[src/opmode_consts.svh]
// Constants for the operation mode and panel stop controller.
// Included by the design modules and the bench; definitions only.
`ifndef OPMODE_CONSTS_SVH
`define OPMODE_CONSTS_SVH

// Register byte offsets
`define OFF_CTRL 12'h000
`define OFF_PARAM 12'h004
`define OFF_STATUS 12'h008
`define OFF_IRQ_STAT 12'h00C
`define OFF_IRQ_MASK 12'h010
`define OFF_CMD 12'h014

// Parameter register field positions and reset values
`define P_MODE_LSB 0
`define P_STOPSEL_LSB 8
`define P_INV_BIT 12
`define P_ILK_ON_MRS_BIT 13
`define P_MODE_RST 8'h00
`define P_STOPSEL_RST 4'h0

// Mode-select settings used by the controller
`define MODE_SEL_SWITCH 8'h08
`define MODE_SEL_COMBINED 8'h03
`define MODE_SEL_INTERLOCK 8'h07

// Control register bits
`define C_COMM_BIT 0

// Status register bits
`define S_REMOTE_BIT 0
`define S_PS_BIT 1
`define S_ALARM_BIT 2
`define S_RUN_BIT 3
`define S_DETECT_BIT 4

// Interrupt event bits
`define I_MODE_BIT 0
`define I_PSTOP_BIT 1
`define I_ALARM_BIT 2

// Command register bits (write one to request)
`define K_COMM_REMOTE_BIT 0
`define K_COMM_PANEL_BIT 1

// Panel keys sampled as one-cycle pulses
`define MODE_PRESSES 2'h3

`endif

[src/opmode_pkg.sv]
// Types shared by the operation mode controller files.
// Constants live in opmode_consts.svh.
package opmode_pkg;

    typedef enum logic [1:0] {
        ACK_IDLE = 2'b00,
        ACK_MODE = 2'b01,
        ACK_UP = 2'b10,
        ACK_SET = 2'b11
    } ack_state_t;

endpackage : opmode_pkg

[src/opmode_ctrl.sv]
// Operation mode arbitration, panel detach detection and panel stop control.
// Assumes all pins synchronous to pclk, key inputs are one-cycle pulses,
// and registers are reached over APB with zero wait states.
`timescale 1ns/1ns
`include "opmode_consts.svh"

module opmode_ctrl (
    // Clock and reset
    input wire logic pclk,
    input wire logic presetn,
    // APB slave
    input wire logic psel,
    input wire logic penable,
    input wire logic pwrite,
    input wire logic [11:0] paddr,
    input wire logic [31:0] pwdata,
    output logic [31:0] prdata,
    output logic pready,
    output logic pslverr,
    // Contact input terminals
    input wire logic local_remote_select,
    input wire logic panel_interlock,
    input wire logic output_stop_input,
    input wire logic forward_run_cmd,
    input wire logic reverse_run_cmd,
    // Operator panel
    input wire logic panel_present,
    input wire logic key_stop,
    input wire logic key_mode,
    input wire logic key_up,
    input wire logic key_set,
    input wire logic key_remote,
    // Motor output stage
    input wire logic output_active,
    output logic run_enable,
    output logic remote_mode,
    output logic panel_stop_indication,
    output logic panel_loss_alarm,
    output logic alarm_out,
    output logic irq
);

    // Software-visible state
    logic [7:0] mode_param_reg;
    logic [3:0] stopsel_reg;
    logic inv_reg;
    logic ilk_on_mrs_reg;
    logic comm_reg;
    logic [2:0] irq_stat_reg;
    logic [2:0] irq_mask_reg;

    // Controller state
    logic remote_reg;
    logic ps_reg;
    logic ps_run_low_reg;
    logic alarm_reg;
    logic detect_en_reg;
    logic detect_cap_reg;

    logic wr;
    logic rd;
    logic run_any;
    logic motor_stopped;
    logic interlock_level;
    logic interlock_mode;
    logic want_remote;
    logic stop_valid;
    logic detach_evt;
    logic pstop_evt;
    logic ack_done;
    logic mode_chg;
    logic remote_next;
    logic comm_remote_req;
    logic comm_panel_req;
    logic [2:0] irq_evt;
    logic irq_clr;
    logic [31:0] ctrl_word;
    logic [31:0] param_word;
    logic [31:0] status_word;

    assign wr = psel && penable && pwrite;
    assign rd = psel && !penable && !pwrite;
    assign pready = 1'b1;
    assign pslverr = 1'b0;

    assign run_any = forward_run_cmd || reverse_run_cmd;
    assign motor_stopped = !run_any && !output_active;

    // Output-stop terminal takes the configured inversion when reused
    assign interlock_level = ilk_on_mrs_reg ? (output_stop_input ^ inv_reg)
                                            : panel_interlock;
    assign interlock_mode = (mode_param_reg == `MODE_SEL_INTERLOCK);

    assign comm_remote_req = wr && (paddr == `OFF_CMD)
                             && pwdata[`K_COMM_REMOTE_BIT];
    assign comm_panel_req = wr && (paddr == `OFF_CMD)
                            && pwdata[`K_COMM_PANEL_BIT];

    // Requested mode from terminals or from the communication commands
    always_comb
    begin
        want_remote = remote_reg;
        if (comm_reg)
        begin
            if (comm_remote_req)
                want_remote = 1'b1;
            else if (comm_panel_req)
                want_remote = 1'b0;
        end
        else if (mode_param_reg == `MODE_SEL_SWITCH)
        begin
            if (motor_stopped)
                want_remote = local_remote_select;
        end
        else if (interlock_mode)
            want_remote = !interlock_level;
    end

    always_comb
    begin
        remote_next = remote_reg;
        if (want_remote)
            remote_next = 1'b1;
        else if (!(interlock_mode && interlock_level && run_any))
            remote_next = 1'b0;
    end

    assign mode_chg = (remote_next != remote_reg);

    always_ff @(posedge pclk or negedge presetn)
    begin
        if (!presetn)
            remote_reg <= 1'b0;
        else
            remote_reg <= remote_next;
    end

    // Detect enable is captured once after reset from panel presence
    always_ff @(posedge pclk or negedge presetn)
    begin
        if (!presetn)
        begin
            detect_cap_reg <= 1'b0;
            detect_en_reg <= 1'b0;
        end
        else if (!detect_cap_reg)
        begin
            detect_cap_reg <= 1'b1;
            detect_en_reg <= panel_present;
        end
    end

    assign detach_evt = detect_en_reg && !panel_present && output_active
                        && stopsel_reg[0];

    // Settings 2 and 3 restrict the stop key to panel-related modes
    assign stop_valid = !stopsel_reg[1] || !remote_reg;
    assign pstop_evt = key_stop && stop_valid && run_any && !ps_reg;

    // Alarm stop is latched; only reset clears it
    always_ff @(posedge pclk or negedge presetn)
    begin
        if (!presetn)
            alarm_reg <= 1'b0;
        else if (detach_evt)
            alarm_reg <= 1'b1;
    end

    panel_ack_seq panel_ack_seq_inst (
        .pclk(pclk),
        .presetn(presetn),
        .arm(ps_reg && ps_run_low_reg),
        .need_up(mode_param_reg == `MODE_SEL_COMBINED),
        .key_mode(key_mode),
        .key_up(key_up),
        .key_set(key_set),
        .key_remote(key_remote),
        .done(ack_done)
    );

    // Panel stop holds until run dropped, sequence acked; run then restarts
    always_ff @(posedge pclk or negedge presetn)
    begin
        if (!presetn)
        begin
            ps_reg <= 1'b0;
            ps_run_low_reg <= 1'b0;
        end
        else if (pstop_evt)
        begin
            ps_reg <= 1'b1;
            ps_run_low_reg <= 1'b0;
        end
        else if (ps_reg)
        begin
            if (!run_any)
                ps_run_low_reg <= 1'b1;
            if (ack_done)
                ps_reg <= 1'b0;
        end
    end

    assign run_enable = run_any && !ps_reg && !alarm_reg;
    assign remote_mode = remote_reg;
    assign panel_stop_indication = ps_reg && remote_reg;
    assign panel_loss_alarm = alarm_reg;
    assign alarm_out = alarm_reg;

    // Parameter register fields
    always_ff @(posedge pclk or negedge presetn)
    begin
        if (!presetn)
        begin
            mode_param_reg <= `P_MODE_RST;
            stopsel_reg <= `P_STOPSEL_RST;
            inv_reg <= 1'b0;
            ilk_on_mrs_reg <= 1'b0;
        end
        else if (wr)
        begin
            if (paddr == `OFF_PARAM)
            begin
                mode_param_reg <= pwdata[`P_MODE_LSB +: 8];
                stopsel_reg <= pwdata[`P_STOPSEL_LSB +: 4];
                inv_reg <= pwdata[`P_INV_BIT];
                ilk_on_mrs_reg <= pwdata[`P_ILK_ON_MRS_BIT];
            end
        end
    end

    // Serial control flag kept apart from the drive parameters
    always_ff @(posedge pclk or negedge presetn)
    begin
        if (!presetn)
            comm_reg <= 1'b0;
        else if (wr && (paddr == `OFF_CTRL))
            comm_reg <= pwdata[`C_COMM_BIT];
    end

    always_comb
    begin
        irq_evt = 3'h0;
        irq_evt[`I_MODE_BIT] = mode_chg;
        irq_evt[`I_PSTOP_BIT] = pstop_evt;
        // Detach is a level; flag only its first cycle so a clear can stick
        irq_evt[`I_ALARM_BIT] = detach_evt && !alarm_reg;
    end

    assign irq_clr = wr && (paddr == `OFF_IRQ_STAT);

    // Sticky events: set wins over a write-one clear in the same cycle
    generate
        for (genvar i = 0; i < 3; i++)
        begin : g_irq
            always_ff @(posedge pclk or negedge presetn)
            begin
                if (!presetn)
                    irq_stat_reg[i] <= 1'b0;
                else if (irq_evt[i])
                    irq_stat_reg[i] <= 1'b1;
                else if (irq_clr && pwdata[i])
                    irq_stat_reg[i] <= 1'b0;
            end
        end
    endgenerate

    always_ff @(posedge pclk or negedge presetn)
    begin
        if (!presetn)
            irq_mask_reg <= 3'h0;
        else if (wr && (paddr == `OFF_IRQ_MASK))
            irq_mask_reg <= pwdata[2:0];
    end

    assign irq = |(irq_stat_reg & irq_mask_reg);

    // Read words built from the field positions so the layout lives in one place
    always_comb
    begin
        ctrl_word = 32'h00000000;
        ctrl_word[`C_COMM_BIT] = comm_reg;
    end

    always_comb
    begin
        param_word = 32'h00000000;
        param_word[`P_MODE_LSB +: 8] = mode_param_reg;
        param_word[`P_STOPSEL_LSB +: 4] = stopsel_reg;
        param_word[`P_INV_BIT] = inv_reg;
        param_word[`P_ILK_ON_MRS_BIT] = ilk_on_mrs_reg;
    end

    always_comb
    begin
        status_word = 32'h00000000;
        status_word[`S_REMOTE_BIT] = remote_reg;
        status_word[`S_PS_BIT] = ps_reg;
        status_word[`S_ALARM_BIT] = alarm_reg;
        status_word[`S_RUN_BIT] = run_enable;
        status_word[`S_DETECT_BIT] = detect_en_reg;
    end

    // Read data registered in the setup phase, valid through the access
    always_ff @(posedge pclk or negedge presetn)
    begin
        if (!presetn)
            prdata <= 32'h00000000;
        else if (rd)
        begin
            case (paddr)
                `OFF_CTRL:
                    prdata <= ctrl_word;
                `OFF_PARAM:
                    prdata <= param_word;
                `OFF_STATUS:
                    prdata <= status_word;
                `OFF_IRQ_STAT:
                    prdata <= {29'h00000000, irq_stat_reg};
                `OFF_IRQ_MASK:
                    prdata <= {29'h00000000, irq_mask_reg};
                default:
                    prdata <= 32'h00000000;
            endcase
        end
    end

endmodule : opmode_ctrl

[src/panel_ack_seq.sv]
// Panel acknowledge key sequence recogniser for restart after a panel stop.
// Assumes key inputs are one-cycle pulses synchronous to pclk.
`timescale 1ns/1ns
`include "opmode_consts.svh"

module panel_ack_seq (
    // Clock and reset
    input wire logic pclk,
    input wire logic presetn,
    // Control
    input wire logic arm,
    input wire logic need_up,
    // Panel keys
    input wire logic key_mode,
    input wire logic key_up,
    input wire logic key_set,
    input wire logic key_remote,
    // Result
    output logic done
);

    opmode_pkg::ack_state_t state_reg;
    logic [1:0] cnt_reg;

    // A stray mode, up or set key restarts the count; remote is ignored once past idle
    always_ff @(posedge pclk or negedge presetn)
    begin
        if (!presetn)
        begin
            state_reg <= opmode_pkg::ACK_IDLE;
            cnt_reg <= 2'h0;
        end
        else if (!arm)
        begin
            state_reg <= opmode_pkg::ACK_IDLE;
            cnt_reg <= 2'h0;
        end
        else
        begin
            case (state_reg)
                opmode_pkg::ACK_IDLE:
                begin
                    cnt_reg <= 2'h0;
                    if (key_remote)
                        state_reg <= opmode_pkg::ACK_SET;
                    else if (key_mode)
                    begin
                        cnt_reg <= 2'h1;
                        state_reg <= opmode_pkg::ACK_MODE;
                    end
                end
                opmode_pkg::ACK_MODE:
                begin
                    if (key_mode)
                    begin
                        cnt_reg <= cnt_reg + 2'h1;
                        if (cnt_reg + 2'h1 == `MODE_PRESSES)
                            state_reg <= need_up ? opmode_pkg::ACK_UP
                                                 : opmode_pkg::ACK_SET;
                    end
                    else if (key_up || key_set)
                        state_reg <= opmode_pkg::ACK_IDLE;
                end
                opmode_pkg::ACK_UP:
                begin
                    if (key_up)
                        state_reg <= opmode_pkg::ACK_SET;
                    else if (key_mode || key_set)
                        state_reg <= opmode_pkg::ACK_IDLE;
                end
                opmode_pkg::ACK_SET:
                begin
                    if (key_set || key_mode || key_up)
                        state_reg <= opmode_pkg::ACK_IDLE;
                end
                default:
                    state_reg <= opmode_pkg::ACK_IDLE;
            endcase
        end
    end

    assign done = arm && (state_reg == opmode_pkg::ACK_SET) && key_set;

endmodule : panel_ack_seq

[config.mk]
export PLATFORM = sky130hd
export DESIGN_NAME = opmode_ctrl
export DESIGN_NICKNAME = d
export VERILOG_FILES = /design/src/opmode_pkg.sv /design/src/opmode_ctrl.sv /design/src/panel_ack_seq.sv
export VERILOG_INCLUDE_DIRS = /design/src
export SDC_FILE = /design/constraint.sdc
export NUM_CORES = 1
export LEC_CHECK = 0
export BUFFER_PORTS_ARGS = -buffer_cell sky130_fd_sc_hd__buf_2
export CAP_MARGIN = 20
export CORE_MARGIN = 2
export CORE_UTILIZATION = 45
export DETAILED_ROUTE_END_ITERATION = 10
export PLACE_DENSITY = 0.76
export RECOVER_POWER = 25
export SYNTH_ARGS = -nofsm -noshare
export SYNTH_HDL_FRONTEND = slang
export SYNTH_SLANG_ARGS = --single-unit
export TNS_END_PERCENT = 1
[constraint.sdc]
create_clock -name pclk -period 2.4 [get_ports pclk]
set_input_delay 0 -clock pclk [delete_from_list [all_inputs] [get_ports pclk]]
set_output_delay 0 -clock pclk [all_outputs]
set_load 0.05 [all_outputs]
Word-level counts from Yosys, hierarchy flattened
Cells that the tools add are included.

word-level totals
  bits in registers = 63
  bits of input ports = 61
  output and inout port bits = 40
  word-level logic and storage cells = 135

operators by class
  add/subtract/negate cells = 1
  equal/unequal tests = 21
  mux-type cells = 38
  bitwise logic cells = 2
  reduce and logical (&&, ||, !) cells = 55

operator list
  operator             count
  $pmux 14 s5          1
  $logic_and 1x1->1    29
  $eq 12x4->1 const B  2
  $eq 12x5->1 const B  2
  $mux 2               12
  $mux 1               23
  $ne 4x4->1 const B   4
  $eq 12x3->1 const B  1
  $logic_not 12->1     1
  $logic_not 1->1      10
  $ne 3x3->1 const B   3
  $eq 8x2->1 const B   1
  $eq 8x3->1 const B   1
  $eq 8x4->1 const B   1
  $pmux 2 s4           1
  $reduce_bool 2->1    4
  $eq 2x2->1 const B   3
  $reduce_and 2->1     3
  $logic_or 1x1->1     5
  $reduce_and 5->1     1
  $pmux 2 s2           1
  $and 3x3->3          1
  $reduce_or 3->1      1
  $add 2x1->2 const B  1
  other kinds (5)      5

Depth between registers and ports, before layout
Gate-level depths: netlist of the first run.

  depth after elaboration = 10
  depth in mapped cells = 7
  gate-level depth less buffers = 7

By module
A second synthesis of the first run with hierarchy kept.

unflattened totals
  cell total of the unflattened synthesis = 225
  area, all modules = 2432.3 um^2

modules (own cells, without submodules)
  module         instances  cells each  area each (um^2)  sequential area each (um^2)
  opmode_ctrl    1          191         2132.0            1026.0
  panel_ack_seq  1          34          300.3             100.1

Worst setup path after synthesis of the first run
Ideal clock, no wire load.

  path type = flip-flop to flip-flop
  from = register alarm_reg (netlist: alarm_out)
  to = register prdata[3]
  setup time = 0.096 ns
  arrival time = 2.176 ns
  data required time = 2.304 ns
  path slack = 0.127 ns
  stages on the path, launching flop included = 4
  path buffers = 0
  period minus slack after synthesis = 2.273 ns
  cell sequence = dfrtp_1 -> nor3_1 -> a22oi_1 -> o31ai_1

between the ends
  cells in the longest elaborated chain, start to end = 3

RTL lines
  item                      RTL line            RTL
  start: declaration        opmode_ctrl.sv:56   logic alarm_reg;
  start signal: assignment  opmode_ctrl.sv:164  alarm_reg <= 1'b0;
  start signal: assignment  opmode_ctrl.sv:166  alarm_reg <= 1'b1;
  $logic_not 1->1           opmode_ctrl.sv:203  assign run_enable = run_any && !ps_reg && !alarm_reg;
  $logic_and 1x1->1         opmode_ctrl.sv:203
  via run_enable            opmode_ctrl.sv:35   output logic run_enable,
  $pmux 14 s5               opmode_ctrl.sv:310  case (paddr)
  end signal: assignment    opmode_ctrl.sv:312  prdata <= ctrl_word;
  end signal: assignment    opmode_ctrl.sv:314  prdata <= param_word;
  end signal: assignment    opmode_ctrl.sv:316  prdata <= status_word;
  end: declaration          opmode_ctrl.sv:17   output logic [31:0] prdata,

The timed path passes the listed nets, and every way through them passes these cells.
A chain may end at the register's enable or synchronous reset.

Worst setup path after layout of the first run
  from = register mode_param_reg[0]
  to = register irq_stat_reg[0]

between the ends
  cells in the longest elaborated chain, start to end = 7
  elaborated cells on any way between the ends = 12
  classes of those cells = 3 x eq/ne; 6 x mux; 3 x reduce/logical

RTL lines
  item                                                RTL line                                RTL
  start: declaration                                  opmode_ctrl.sv:44                       logic [7:0] mode_param_reg;
  start signal: assignment                            opmode_ctrl.sv:214                      mode_param_reg <= `P_MODE_RST;
  start signal: assignment                            opmode_ctrl.sv:223                      mode_param_reg <= pwdata[`P_MODE_LSB +: 8];
  $eq 8x3->1 (no source line)                         n/a
  $mux 1 / $logic_and 1x1->1 (equally long branches)  opmode_ctrl.sv:115, opmode_ctrl.sv:124
  $mux 1 / $logic_and 1x1->1 (equally long branches)  opmode_ctrl.sv:110, opmode_ctrl.sv:124
  $mux 1 (on tied branches)                           opmode_ctrl.sv:103, opmode_ctrl.sv:124
  $mux 1 (*)                                          opmode_ctrl.sv:122                      if (want_remote)
  $ne 1x1->1 (*)                                      opmode_ctrl.sv:128                      assign mode_chg = (remote_next != remote_reg);
  $mux 1 / $reduce_bool 2->1 (equally long branches)  n/a
  end signal: indexed assignment                      opmode_ctrl.sv:258                      irq_stat_reg[i] <= 1'b0;
  end signal: indexed assignment                      opmode_ctrl.sv:260                      irq_stat_reg[i] <= 1'b1;
  end signal: indexed assignment                      opmode_ctrl.sv:262                      irq_stat_reg[i] <= 1'b0;
  end: declaration                                    opmode_ctrl.sv:49                       logic [2:0] irq_stat_reg;

Every way passes the cells marked *; elsewhere a longest branch is shown, timed or not.

==> results of run 1 <==
[critical path: cells and delay by family, from the launching register on]
family | cells | cell delay (ns)
AO/OA/AOI/OAI | 4 | 0.81
flip-flops | 1 | 0.46
AND/OR/NAND/NOR | 2 | 0.42
[final cells by class]
cell class / instances / area share
timing repair buffer: 77 / 0.1536
tap: 70 / 0.02961
inverter: 12 / 0.01523
sequential: 45 / 0.3807
clock buffer: 6 / 0.02453
multi-input combinational: 158 / 0.3832
clock inverter: 2 / 0.01311
[through the flow]
step / area, um^2 / hold slack [ns]
floorplan: 2502 / -0.2956
global placement: 2703 / 0.2181
detailed placement: 2703 / 0.2111
CTS: 2954 / 0.0001660
global route: 2958 / 0.007726
finish: 2958 / 0.001133
[layout by cell type, fill, tap and decap left out, types with 3 or more instances in the layout]
cell type                        n
sky130_fd_sc_hd__a21oi_1         7
sky130_fd_sc_hd__mux2_2         21
sky130_fd_sc_hd__dfrtp_1        45
sky130_fd_sc_hd__nand2_1        21
sky130_fd_sc_hd__buf_2          61
sky130_fd_sc_hd__nor4_1          3
sky130_fd_sc_hd__inv_1          12
sky130_fd_sc_hd__o21ai_0         5
sky130_fd_sc_hd__nor2_1         10
sky130_fd_sc_hd__nor3_1          5
sky130_fd_sc_hd__dlygate4sd3_1  14
sky130_fd_sc_hd__a22oi_1         5
sky130_fd_sc_hd__o31ai_1         3
sky130_fd_sc_hd__a22o_1         11
sky130_fd_sc_hd__a211oi_1        3
sky130_fd_sc_hd__clkbuf_8        5
sky130_fd_sc_hd__conb_1         21
[repair_timing]
action	in CTS	in global routing
buffers inserted	0	0
hold buffers	14	0
endpoints found under the hold margin	59	0
[cells by family (layout without fill, tap and decap cells)]
| family | count (synthesis) | count (layout) | synth area share |
|---|---|---|---|
| AND/OR/NAND/NOR | 66 | 66 | 0.1729 |
| XOR/XNOR | 1 | 1 | 0.003603 |
| flip-flops | 45 | 45 | 0.4632 |
| adder cells (fa/ha/maj) | 1 | 1 | 0.005146 |
| AO/OA/AOI/OAI | 47 | 47 | 0.1441 |
| buffers and inverters | 41 | 97 | 0.09984 |
| other | 2 | 21 | 0.003089 |
| multiplexers | 22 | 22 | 0.1081 |
[power breakdown]
| group | leakage (uW) | switching [uW] | total, uW | internal [uW] |
|---|---|---|---|---|
| clock | 0.0000554 | 255 | 567 | 313 |
| sequential | 0.000599 | 66.1 | 871 | 805 |
| combinational | 0.000827 | 254 | 386 | 132 |
| total | 0.00148 | 575 | 1830 | 1250 |
[routing by layer]
metal,part of all wire,vias up
met3,0.054,5
met2,0.49,62
li1,-,926
met1,0.45,939
met5,0,-
met4,0.0093,0
[worst min-delay path by stage]
stage	endpoint	cells after the start	from
finish	ps_reg$_DFF_PN0_	3	key_stop
global route	ps_reg$_DFF_PN0_	3	key_stop
CTS	ps_reg$_DFF_PN0_	3	key_stop
detailed placement	panel_ack_seq_inst.state_reg[0]$_DFFE_PN0P_	1	presetn
global placement	panel_ack_seq_inst.state_reg[1]$_DFFE_PN0P_	1	presetn
floorplan	alarm_out$_DFFE_PN0P_	0	presetn
==> run summary, run 1 <==
After the first detailed-routing iteration, the DRC count stood at 116. The worst supply voltage drop on vdd was 0.0002869 V; the number of nets with antenna violations after detailed routing was 0. For this run, design rule violations remaining after detail routing come to 0. Detailed placement ended at an HPWL of 3819 um. The shortest period the worst path allows was 1.794 ns.

The global-route track usage on met1 is 0.2515, and the post-layout instance count excluding filler cells is 370. The die height was 77.50 um; the standard-cell row count was 26. The tools report the accumulated negative setup slack as 0 ns. The worst setup path is of the reg -> reg kind. The most common cell in the synthesized netlist is sky130_fd_sc_hd__dfrtp_1.

For the worst setup path, the data arrival time is 1.98 ns. 101 I/O pins were placed. Global routing's busiest layer: met2. The mapped netlist covers 2431 um^2. The average instance in the mapped netlist occupies 10.80 um^2.

For the via count of the first global-routing pass, the log shows 1808. CTS placed an instance of sky130_fd_sc_hd__clkbuf_8 at the clock tree root. The net count of the finished layout was 361.

The critical path ends at irq_stat_reg[0]$_DFFE_PN0P_. The worst hold path belongs to the class in -> reg. For the area occupied by registers, the log shows 1126 um^2.

Sorting the synthesized cells by how often they occur yields sky130_fd_sc_hd__dfrtp_1 (45), sky130_fd_sc_hd__buf_4 (21), sky130_fd_sc_hd__mux2_2 (21), sky130_fd_sc_hd__nand2_1 (21), sky130_fd_sc_hd__inv_1 (12). The tools report the placement-stage worst setup slack as 0.6303 ns. The final max-slew violation count was 0. The repair_antennas step left the layout with diodes totalling 0. For this design, the sink count on the clock tree is 45. After synthesis, the cell types taking the most area are sky130_fd_sc_hd__dfrtp_1 (46%), sky130_fd_sc_hd__mux2_2 (9.7%), sky130_fd_sc_hd__buf_4 (6.5%). The number of cells on the worst reg-to-reg path is 6. The met3 track demand over resource in global routing is 0.04302, and the core footprint is 5172 um^2. The clock arrives with 0.007164 ns of skew. The post-route fraction of the period consumed by the critical path is 0.7475, and the number of buffers added on ports is 62. The vias after detailed routing came out at 1932. For the number of antenna violations at the first check in global routing, the log shows 0. The first global-routing pass estimated 8493 um of wire. The run gives 0 as the number of endpoints with negative hold slack in the final report. In this run the critical register-to-register path is captured at irq_stat_reg[0]$_DFFE_PN0P_. The run finished with clean final reports.

The post-cts gate resize count was 0; the number of unique standard cell types used by synthesis was 53. The endpoint kind of the worst setup timing path is a flop. Setup violations remaining at the end of the flow were counted as 0. In this run the power density over the cells is 617.1 nW/um^2. Buffers inserted during clock tree synthesis total 5. Dividing the detail-routed wire length by the instance count gives 14.01 um.

For this run, the slowest stage of the critical path takes 0.46 ns. Fill cells in the final layout number 467. The worst setup path is launched from a flop. The H-tree depth is 2, and the worst-path maximum fanout is 6. The number of placed instances, taps included, is 347.

The number of enable-type register cells in the synthesized netlist works out to 0. For this run, the leading register cell type out of synthesis is sky130_fd_sc_hd__dfrtp_1. Summed over all instances, the cell type with the most area after synthesis is sky130_fd_sc_hd__dfrtp_1.

The utilization after layout is 0.5718. The area growth from synthesis to layout is 21.67%. After clock tree synthesis, the clock-pin slew on the worst setup and hold paths is 0.08 ns. The flip-flop count of the largest register after layout is 14. The proportion of netlist area held by the largest area contributor works out to 0.4632. Data on the critical path is required at its endpoint by 2.59 ns.

Summed over all cells, the static leakage comes to 0.001481 uW. Synthesis inferred 45 register bits. At the pin with the least slew margin, the transition time is 1.049 ns.

The die area came out at 6006 um^2. The number of warnings issued by yosys is 0, and the effective utilization at floorplan is 0.4700. At the later pin of the worst-skew pair, clock insertion delay measures 0.30 ns. The run gives 0.8340 as the placer congestion estimate. Count of max-cap constraint violations: 0.

The proportion of register bits with asynchronous set or reset after synthesis was 1.000; the setup slack of the most critical reg-to-reg path was 0.61 ns. The worst setup slack after layout was 0.6060 ns. In this run the worst setup path begins at mode_param_reg[0]$_DFFE_PN0P_. The buffer depth of the longest clock path is 2, and the instance count of the mapped netlist is 225. Setup repair after global routing left no endpoint under its margin. The critical path goes through nor4b_2 > o311a_1 > o21ai_1 > a221oi_2 > nand2_1 > a22o_1.

For the count of TritonRoute iterations in the first routing pass, the log shows 4. The final wirelength was 5182 um; the via count normalized by instance count was 5.222. The remaining max-slew budget at the tightest pin was 0.3004; the remaining global-route overflow was 0. The layout cell share with drive strength beyond 1 was 0.3433; the met2 demand-to-capacity share in global routing was 0.2783.

The total global-route track usage was 0.1784. The design draws 1825 uW. The worst register-to-register path begins at mode_param_reg[0]$_DFFE_PN0P_. TritonCTS built the clock tree. The run gives 557.4 MHz as the maximum operating frequency. In the final layout, the multi-input gates occupy 1134 um^2.

The largest net degree at the start of global routing is 46. The cell at the slowest stage of the critical path was sky130_fd_sc_hd__dfrtp_1. The run gives 0.4632 as the proportion of synthesized chip area in sequential cells. The width of the die works out to 77.50 um.
Power figures use the tool's default switching activity.
==> run 2: changes to the inputs <==
--- a/config.mk
+++ b/config.mk
@@ -9,7 +9,7 @@
 export BUFFER_PORTS_ARGS = -buffer_cell sky130_fd_sc_hd__buf_2
 export CAP_MARGIN = 20
 export CORE_MARGIN = 2
-export CORE_UTILIZATION = 45
+export CORE_UTILIZATION = 43
 export DETAILED_ROUTE_END_ITERATION = 10
 export PLACE_DENSITY = 0.76
 export RECOVER_POWER = 25
==> constraint.sdc (replaced) <==
create_clock -name pclk -period 1.65 [get_ports pclk]
set_input_delay 0 -clock pclk [delete_from_list [all_inputs] [get_ports pclk]]
set_output_delay 0 -clock pclk [all_outputs]
set_load 0.05 [all_outputs]
==> run 2 against run 1 <==
The run now ends with negative setup slack left. Sequential share of layout area decreased by 2.0 points. Sequential cell count unchanged. Largest power group unchanged. Critical path depth unchanged.
==> run summary, run 2 (synthesized netlist as in run 1, its figures left out) <==
The run finished, with violations left. The checks that failed: negative setup slack. The worst supply voltage drop on vdd is 0.0004003 V (+40%).

The worst-path maximum fanout was 4 (-2); the count of boundary I/O pins was 101 (unchanged). The setup slack of the most critical reg-to-reg path was -0.11 ns (-0.71 ns); the setup violation total in the final timing report was 1 (+1). TritonCTS built the clock tree. The tools report the count of max-cap constraint violations as 0 (unchanged).

The remaining global-route overflow is 0 (unchanged), and the effective utilization at floorplan is 0.4442 (-0.02579). The slowest stage of the critical path is the sky130_fd_sc_hd__dfrtp_1 cell. Number of buffers added on ports: 62 (unchanged). The antenna diode instance count came out at 0 (unchanged).

The tools report the final max-slew violation count as 0 (unchanged). The logs give 0 (unchanged) for the total DRC errors in the routed layout and 0.8051 (-3.5%) for the placer congestion estimate. Compared with the post-synthesis result, the final layout area differs by 28.41%. The via count normalized by instance count came out at 5.021 (-3.9%).

The worst-margin pin slew works out to 1.081 ns (+0.03200 ns). The setup clock skew after layout was 0.004069 ns (-0.003095 ns). The shortest period the worst path allows was 1.755 ns (-0.03864 ns).

The worst setup path is launched from a flop. The utilization after layout was 0.5704 (-0.001427). For the net count of the finished layout, the log shows 378 (+4.7%).

The remaining max-slew budget at the tightest pin was 0.2790 (-0.02133); the layout cell share with drive strength beyond 1 was 0.3817 (+0.03837). The tools report the post-layout instance count excluding filler cells as 389 (+5.1%). The power density over the cells is 870.5 nW/um^2 (+41%). Arrival time at the worst endpoint: 1.95 ns (-0.03 ns). The latest clock arrival within the worst-skew pair was 0.30 ns (about the same). The number of nets with antenna violations after detailed routing was 0 (unchanged); the width of the die was 79.19 um (+2.2%).

The number of buffers created by CTS came out at 5 (unchanged). The buffer depth of the longest clock path came out at 2 (unchanged). The final wirelength is 5489 um (+5.9%), and the total global-route track usage is 0.1911 (+0.01264).

Endpoint kind of the worst setup timing path: a flop. The tools report the count of fill cells added during filler insertion as 486 (+4.1%). The average routed wire per standard cell is 14.11 um (+0.75%).

The class of the tightest hold or removal check was in -> reg. The clock edge transition at the registers on the reported setup and hold paths is 0.08 ns (about the same), and the standard-cell row count is 27 (+3.8%). The largest net degree at the start of global routing was 46 (unchanged). Broken down by cell family, the worst path's largest delay share belongs to compound AO/OA/AOI/OAI gates. Worst setup slack after layout: -0.1053 ns (-0.7114 ns). The logs give 0.001574 uW (+6.3%) for the static leakage and 82 (-29%) for the number of DRC violations after detailed-routing iteration 0.

The vias after detailed routing is 1953 (+1.1%), and the number of endpoints with negative hold slack in the final report is 0 (unchanged). The flip-flop count of the largest register after layout is 14 (unchanged), and the number of cells after detailed placement is 363 (+4.6%). In the layout the commonest cells are sky130_fd_sc_hd__buf_2 (62), sky130_fd_sc_hd__dfrtp_1 (45), sky130_fd_sc_hd__nand2_1 (21), sky130_fd_sc_hd__mux2_2 (21), sky130_fd_sc_hd__conb_1 (21). The die area is 6271 um^2 (+4.4%). Count of TritonRoute iterations in the first routing pass: 4 (unchanged). Via count of the first global-routing pass: 1915 (+5.9%). CTS placed an instance of sky130_fd_sc_hd__clkbuf_8 at the clock tree root. For the clock sink count, the log shows 45 (unchanged). For the wire length of the first global-routing pass, the log shows 9197 um (+8.3%).

Setup repair after global routing could not meet its margin everywhere. The worst path buffer plus inverter count works out to 0 (unchanged). The post-route fraction of the period consumed by the critical path was 1.064 (+0.3164); the placed wire-length estimate after detailed placement was 4131 um (+8.2%).

Commonest non-fill, non-tap cell in the layout: sky130_fd_sc_hd__buf_2. The run gives -0.1053 ns (-0.1053 ns) as the accumulated negative setup slack. Traced cell by cell, the critical path runs through nor4b_2 > o311a_1 > o21ai_2 > a221oi_2 > nand2_1 > a22o_1. The core footprint is 5473 um^2 (+5.8%), and the total area of multi-input combinational cells is 1149 um^2 (+1.3%).

The logs give 1126 um^2 (unchanged) for the area occupied by registers and 569.7 MHz (+2.2%) for the maximum operating frequency. The run gives 0 (unchanged) as the number of antenna violations at the first check in global routing. The die height came out at 79.19 um (+2.2%). The H-tree depth came out at 2 (unchanged). The tools report the critical path data required time as 1.85 ns (-0.74 ns). The delay of the slowest cell on the worst path is 0.42 ns (-0.04 ns). The critical path in this run is classified as reg -> reg.
==> run 2: changes by cell type in the layout (fill, tap and decap cells not counted), sizes merged <==
cell and delta:
clkbuf -1, dlygate4sd3 +2, buf +16
==> run 2: power breakdown <==
group	switching (uW)	internal, uW	total [uW]	leakage, uW
Sequential	60.0	1170	1230	0.000599
Clock	373	454	828	0.0000554
Combinational	423	235	658	0.000920
Total	856	1860	2720	0.00157
==> run 2: worst paths after layout <==
kind,cells past startpoint,startpoint,endpoint
max,6,mode_param_reg[0]$_DFFE_PN0P_,irq_stat_reg[0]$_DFFE_PN0P_
min,4,key_set,panel_ack_seq_inst.state_reg[1]$_DFFE_PN0P_
max reg2reg,6,mode_param_reg[0]$_DFFE_PN0P_,irq_stat_reg[0]$_DFFE_PN0P_
min reg2reg,2,prdata[1]$_DFFE_PN0P_,prdata[1]$_DFFE_PN0P_
max in group asynchronous,3,presetn,irq_mask_reg[0]$_DFFE_PN0P_
min in group asynchronous,3,presetn,comm_reg$_DFFE_PN0P_
==> run 2: per-layer routing <==
layer / track usage / wire length, um / vias up
li1: - / - / 954
met1: 0.2552 / 2454 / 940
met2: 0.3127 / 2736 / 51
met3: 0.03182 / 210 / 8
met4: 0.07241 / 87 / 0
met5: 0 / 0 / -
==> run 2: worst min-delay path, delay by kind of cell <==
| kind | cells | cell delay, ns |
|---|---|---|
| simple gates | 2 | 0.11 |
| buf+inv | 1 | 0.09 |
| compound gates | 1 | 0.06 |
==> run 2: metrics by stage <==
step           total power [uW]  worst slack (ns)  hold WS [ns]  area, um^2
3_3_place_gp               1867          -0.02213        0.1125        2834
4_1_cts                    2751          -0.09286      0.006174        3117
6_report                   2717           -0.1053      0.009424        3122
2_1_floorplan              1724          0.005185       -0.2956        2514
3_5_place_dp               1887          -0.08586        0.1146        2834
5_1_grt                    2872           -0.2246       0.02998        3122
==> run 2: what timing repair did <==
item                                   in CTS  in global routing
hold buffers                               16                  0
endpoints found under the hold margin      63                  0
gates cloned                                0                  0
buffers inserted                            1                  1
setup endpoints to repair                   1                  2
pin swaps                                   5                  3
resized for setup                           1                  0
==> run 2: cell type report <==
cell class	count	share of cell area
timing repair buffer	94	0.1924
clock inverter	2	0.01242
tap	72	0.02886
inverter	12	0.01443
multi-input combinational	158	0.3679
clock buffer	6	0.02325
sequential	45	0.3607
==> run 3: changes to the inputs <==
--- a/config.mk
+++ b/config.mk
@@ -10,9 +10,11 @@
 export CAP_MARGIN = 20
 export CORE_MARGIN = 2
 export CORE_UTILIZATION = 43
+export CTS_CLUSTER_DIAMETER = 120
 export DETAILED_ROUTE_END_ITERATION = 10
 export PLACE_DENSITY = 0.76
 export RECOVER_POWER = 25
+export REMOVE_ABC_BUFFERS = 1
 export SYNTH_ARGS = -nofsm -noshare
 export SYNTH_HDL_FRONTEND = slang
 export SYNTH_SLANG_ARGS = --single-unit
==> run 3 against run 2 <==
The flow still finishes with violations (negative setup slack). Sequential power about the same. Design area down 0.84%. Critical path depth unchanged. First-iteration DRC count grew 56%. Count of clock-buffer cells in the layout decreased by 1. Sequential share of layout area up 0.35 points. Worst hold slack improved by 0.00085 ns. Core utilization is 0.48 points lower. Global-route usage grew 0.47 points. Critical path type unchanged. Largest power group unchanged. Highest routed layer unchanged.
==> run summary, run 3 (synthesized netlist as in run 1, its figures left out) <==
The worst supply voltage drop on vdd came out at 0.0004829 V (+21%). The via count of the first global-routing pass came out at 1984 (+3.6%). The clock edge transition at the registers on the reported setup and hold paths was 0.08 ns (about the same). The power density over the cells was 858.6 nW/um^2 (-1.4%).

Placed wire-length estimate after detailed placement: 4091 um (-0.98%). Count of TritonRoute iterations in the first routing pass: 4 (unchanged). The worst-margin pin slew was 1.148 ns (+0.06664 ns); the remaining max-slew budget at the tightest pin was 0.2346 (-0.04442). The tightest min-delay check is of the in -> reg type. The placement-stage worst setup slack was -0.1362 ns (-0.05036 ns); the remaining global-route overflow was 0 (unchanged). The placer congestion estimate is 0.8334 (+3.5%), and the H-tree depth is 2 (unchanged).

The static leakage came out at 0.001556 uW (-1.2%). The antenna diode instance count was 0 (unchanged); the core footprint was 5473 um^2 (unchanged). The net count of the finished layout is 376 (-0.53%).

The run gives 27 (unchanged) as the standard-cell row count. The cell depth of the worst min-delay path is 4 (unchanged). The run finished, with violations left. The arrival time at the worst endpoint was 1.99 ns (+0.04 ns). The finished layout cell area came out at 3095 um^2 (-0.84%). The vias after detailed routing is 2016 (+3.2%).

The worst register-to-register path begins at mode_param_reg[1]$_DFFE_PN0P_. The run gives 0.007543 ns (+0.003474 ns) as the setup clock skew after layout. The endpoint of the worst register-to-register path was irq_stat_reg[0]$_DFFE_PN0P_. The critical path ends at irq_stat_reg[0]$_DFFE_PN0P_. The total DRC errors in the routed layout was 0 (unchanged).

The effective utilization at floorplan was 0.4442 (unchanged). In this run the worst setup path begins at mode_param_reg[1]$_DFFE_PN0P_. In the layout the commonest cells are sky130_fd_sc_hd__buf_2 (60), sky130_fd_sc_hd__dfrtp_1 (44), sky130_fd_sc_hd__nand2_1 (21), sky130_fd_sc_hd__mux2_2 (21), sky130_fd_sc_hd__conb_1 (21). Post-layout instance count excluding filler cells: 386 (-0.77%). The shortest period the worst path allows works out to 1.812 ns (+0.05668 ns). The run gives -0.1620 ns (-0.05668 ns) as the worst setup slack after layout.

The layout cell share with drive strength beyond 1 is 0.3758 (-0.005907). The via count normalized by instance count is 5.223 (+4.0%). The checks that failed: negative setup slack.

The width of the die was 79.19 um (unchanged); the area added between synthesis and finish was 27.33%. The setup slack of the most critical reg-to-reg path was -0.16 ns (-0.06 ns). The number of buffers added on ports came out at 62 (unchanged). The run gives 0.29 ns (about the same) as the latest clock arrival within the worst-skew pair.

For the number of buffers created by CTS, the log shows 5 (unchanged). STA classifies the critical path endpoint as a flop. The startpoint type of the worst setup path is a flop. The die height came out at 79.19 um (unchanged). The count of max-cap constraint violations came out at 0 (unchanged). The run gives 0 (unchanged) as the final max-slew violation count. The count of boundary I/O pins is 101 (unchanged). The logs give 1.83 ns (-0.02 ns) for the critical path data required time and 128 (+56%) for the number of DRC violations after detailed-routing iteration 0. The number of cells after detailed placement is 361 (-0.55%). The worst-path maximum fanout was 5 (+1); the final wirelength was 5656 um (+3.0%). The die area is 6271 um^2 (unchanged).

The post-place instance area is 2820 um^2 (-0.49%), and the flip-flop count of the largest register after layout is 14 (unchanged). Wire length of the first global-routing pass: 9528 um (+3.6%). TritonCTS built the clock tree. The tools report the clock sink count as 45 (unchanged). The library cell used most frequently in the layout, excluding fill and tap cells, is sky130_fd_sc_hd__buf_2. The accumulated negative setup slack is -0.1620 ns (-0.05668 ns), and the average routed wire per standard cell is 14.65 um (+3.8%).

The tools report the buffer depth of the longest clock path as 2 (unchanged). For the number of antenna violations at the first check in global routing, the log shows 0 (unchanged). The number of endpoints with negative hold slack in the final report was 0 (unchanged).

The run gives 0.1958 (+0.004695) as the total global-route track usage. The post-route fraction of the period consumed by the critical path works out to 1.098 (+0.03435). The tree is rooted in a sky130_fd_sc_hd__clkbuf_8. The tools report the maximum operating frequency as 551.9 MHz (-3.1%). For the largest net degree at the start of global routing, the log shows 25 (-46%).

For the number of nets with antenna violations after detailed routing, the log shows 0 (unchanged). The power consumption came out at 2658 uW (-2.2%). Setup repair after global routing could not meet its margin everywhere.

The tools report the setup violation total in the final timing report as 1 (unchanged). The critical path in this run is classified as reg -> reg. The number of cells traversed by the worst register-to-register path came out at 6 (unchanged).
==> run 3: cell types whose count changed in the layout (fill, tap and decap cells not counted), sizes merged <==
cell,change
buf,-3
clkbuf,+1
dlygate4sd3,-1
==> run 3: routing by layer <==
layer | global-route usage | wire length, um | up-vias | part of all wire
met4 | 0.06034 | 97 | 0 | 0.017
met3 | 0.03750 | 275 | 10 | 0.049
met2 | 0.3305 | 2855 | 61 | 0.50
met1 | 0.2550 | 2429 | 1003 | 0.43
met5 | 0 | 0 | - | 0
li1 | - | - | 942 | -
==> run 3: what timing repair did <==
| item | 4_1_cts | 5_1_grt |
|---|---|---|
| gates cloned | 0 | 0 |
| pin swaps | 5 | 5 |
| endpoints found under the setup margin | 2 | 3 |
| hold buffers | 15 | 0 |
| setup buffers | 2 | 1 |
| gates resized for setup | 3 | 1 |
| hold endpoints to repair | 36 | 0 |
==> run 3: per-stage QoR <==
stage                       util  hold slack [ns]
after floorplan                -          -0.2956
after global placement    0.5153        -0.008561
after detailed placement  0.5153        -0.004315
after CTS                 0.5670         0.002743
after global routing      0.5656          0.02268
final                     0.5656          0.01027
==> run 3: worst min-delay path by stage <==
stage	end	slack, ns	start
after detailed placement	prdata[8]$_DFFE_PN0P_	-0.004	presetn
after global placement	stopsel_reg[0]$_DFFE_PN0P_	-0.009	presetn
after floorplan	alarm_out$_DFFE_PN0P_	-0.30	presetn
after CTS	panel_ack_seq_inst.state_reg[1]$_DFFE_PN0P_	0.003	key_up
final	panel_ack_seq_inst.state_reg[1]$_DFFE_PN0P_	0.01	key_up
after global routing	irq_mask_reg[1]$_DFFE_PN0P_	0.02	pwdata[1]
==> run 3: power breakdown <==
group / internal, uW / leakage [uW] / switching [uW]
sequential: 1170 / 0.000597 / 71.8
clock: 440 / 0.0000540 / 360
combinational: 210 / 0.000905 / 403
total: 1820 / 0.00156 / 835
==> run 3: cell type report <==
type | count | area [um^2]
fill | 487 | 2377
clock buffer | 5 | 68.82
tap | 72 | 90.09
sequential | 45 | 1127
timing repair buffer | 92 | 583.1
clock inverter | 2 | 35.03
multi-input combinational | 158 | 1146
inverter | 12 | 45.04
==> run 3: worst max-delay path: stages, from the launching register on <==
cell,delay (ns)
sky130_fd_sc_hd__dfrtp_2,0.45
sky130_fd_sc_hd__nor4b_4,0.31
sky130_fd_sc_hd__o311a_1,0.23
sky130_fd_sc_hd__o21ai_2,0.06
sky130_fd_sc_hd__a221oi_2,0.33
sky130_fd_sc_hd__nand2_1,0.12
sky130_fd_sc_hd__a22o_1,0.20
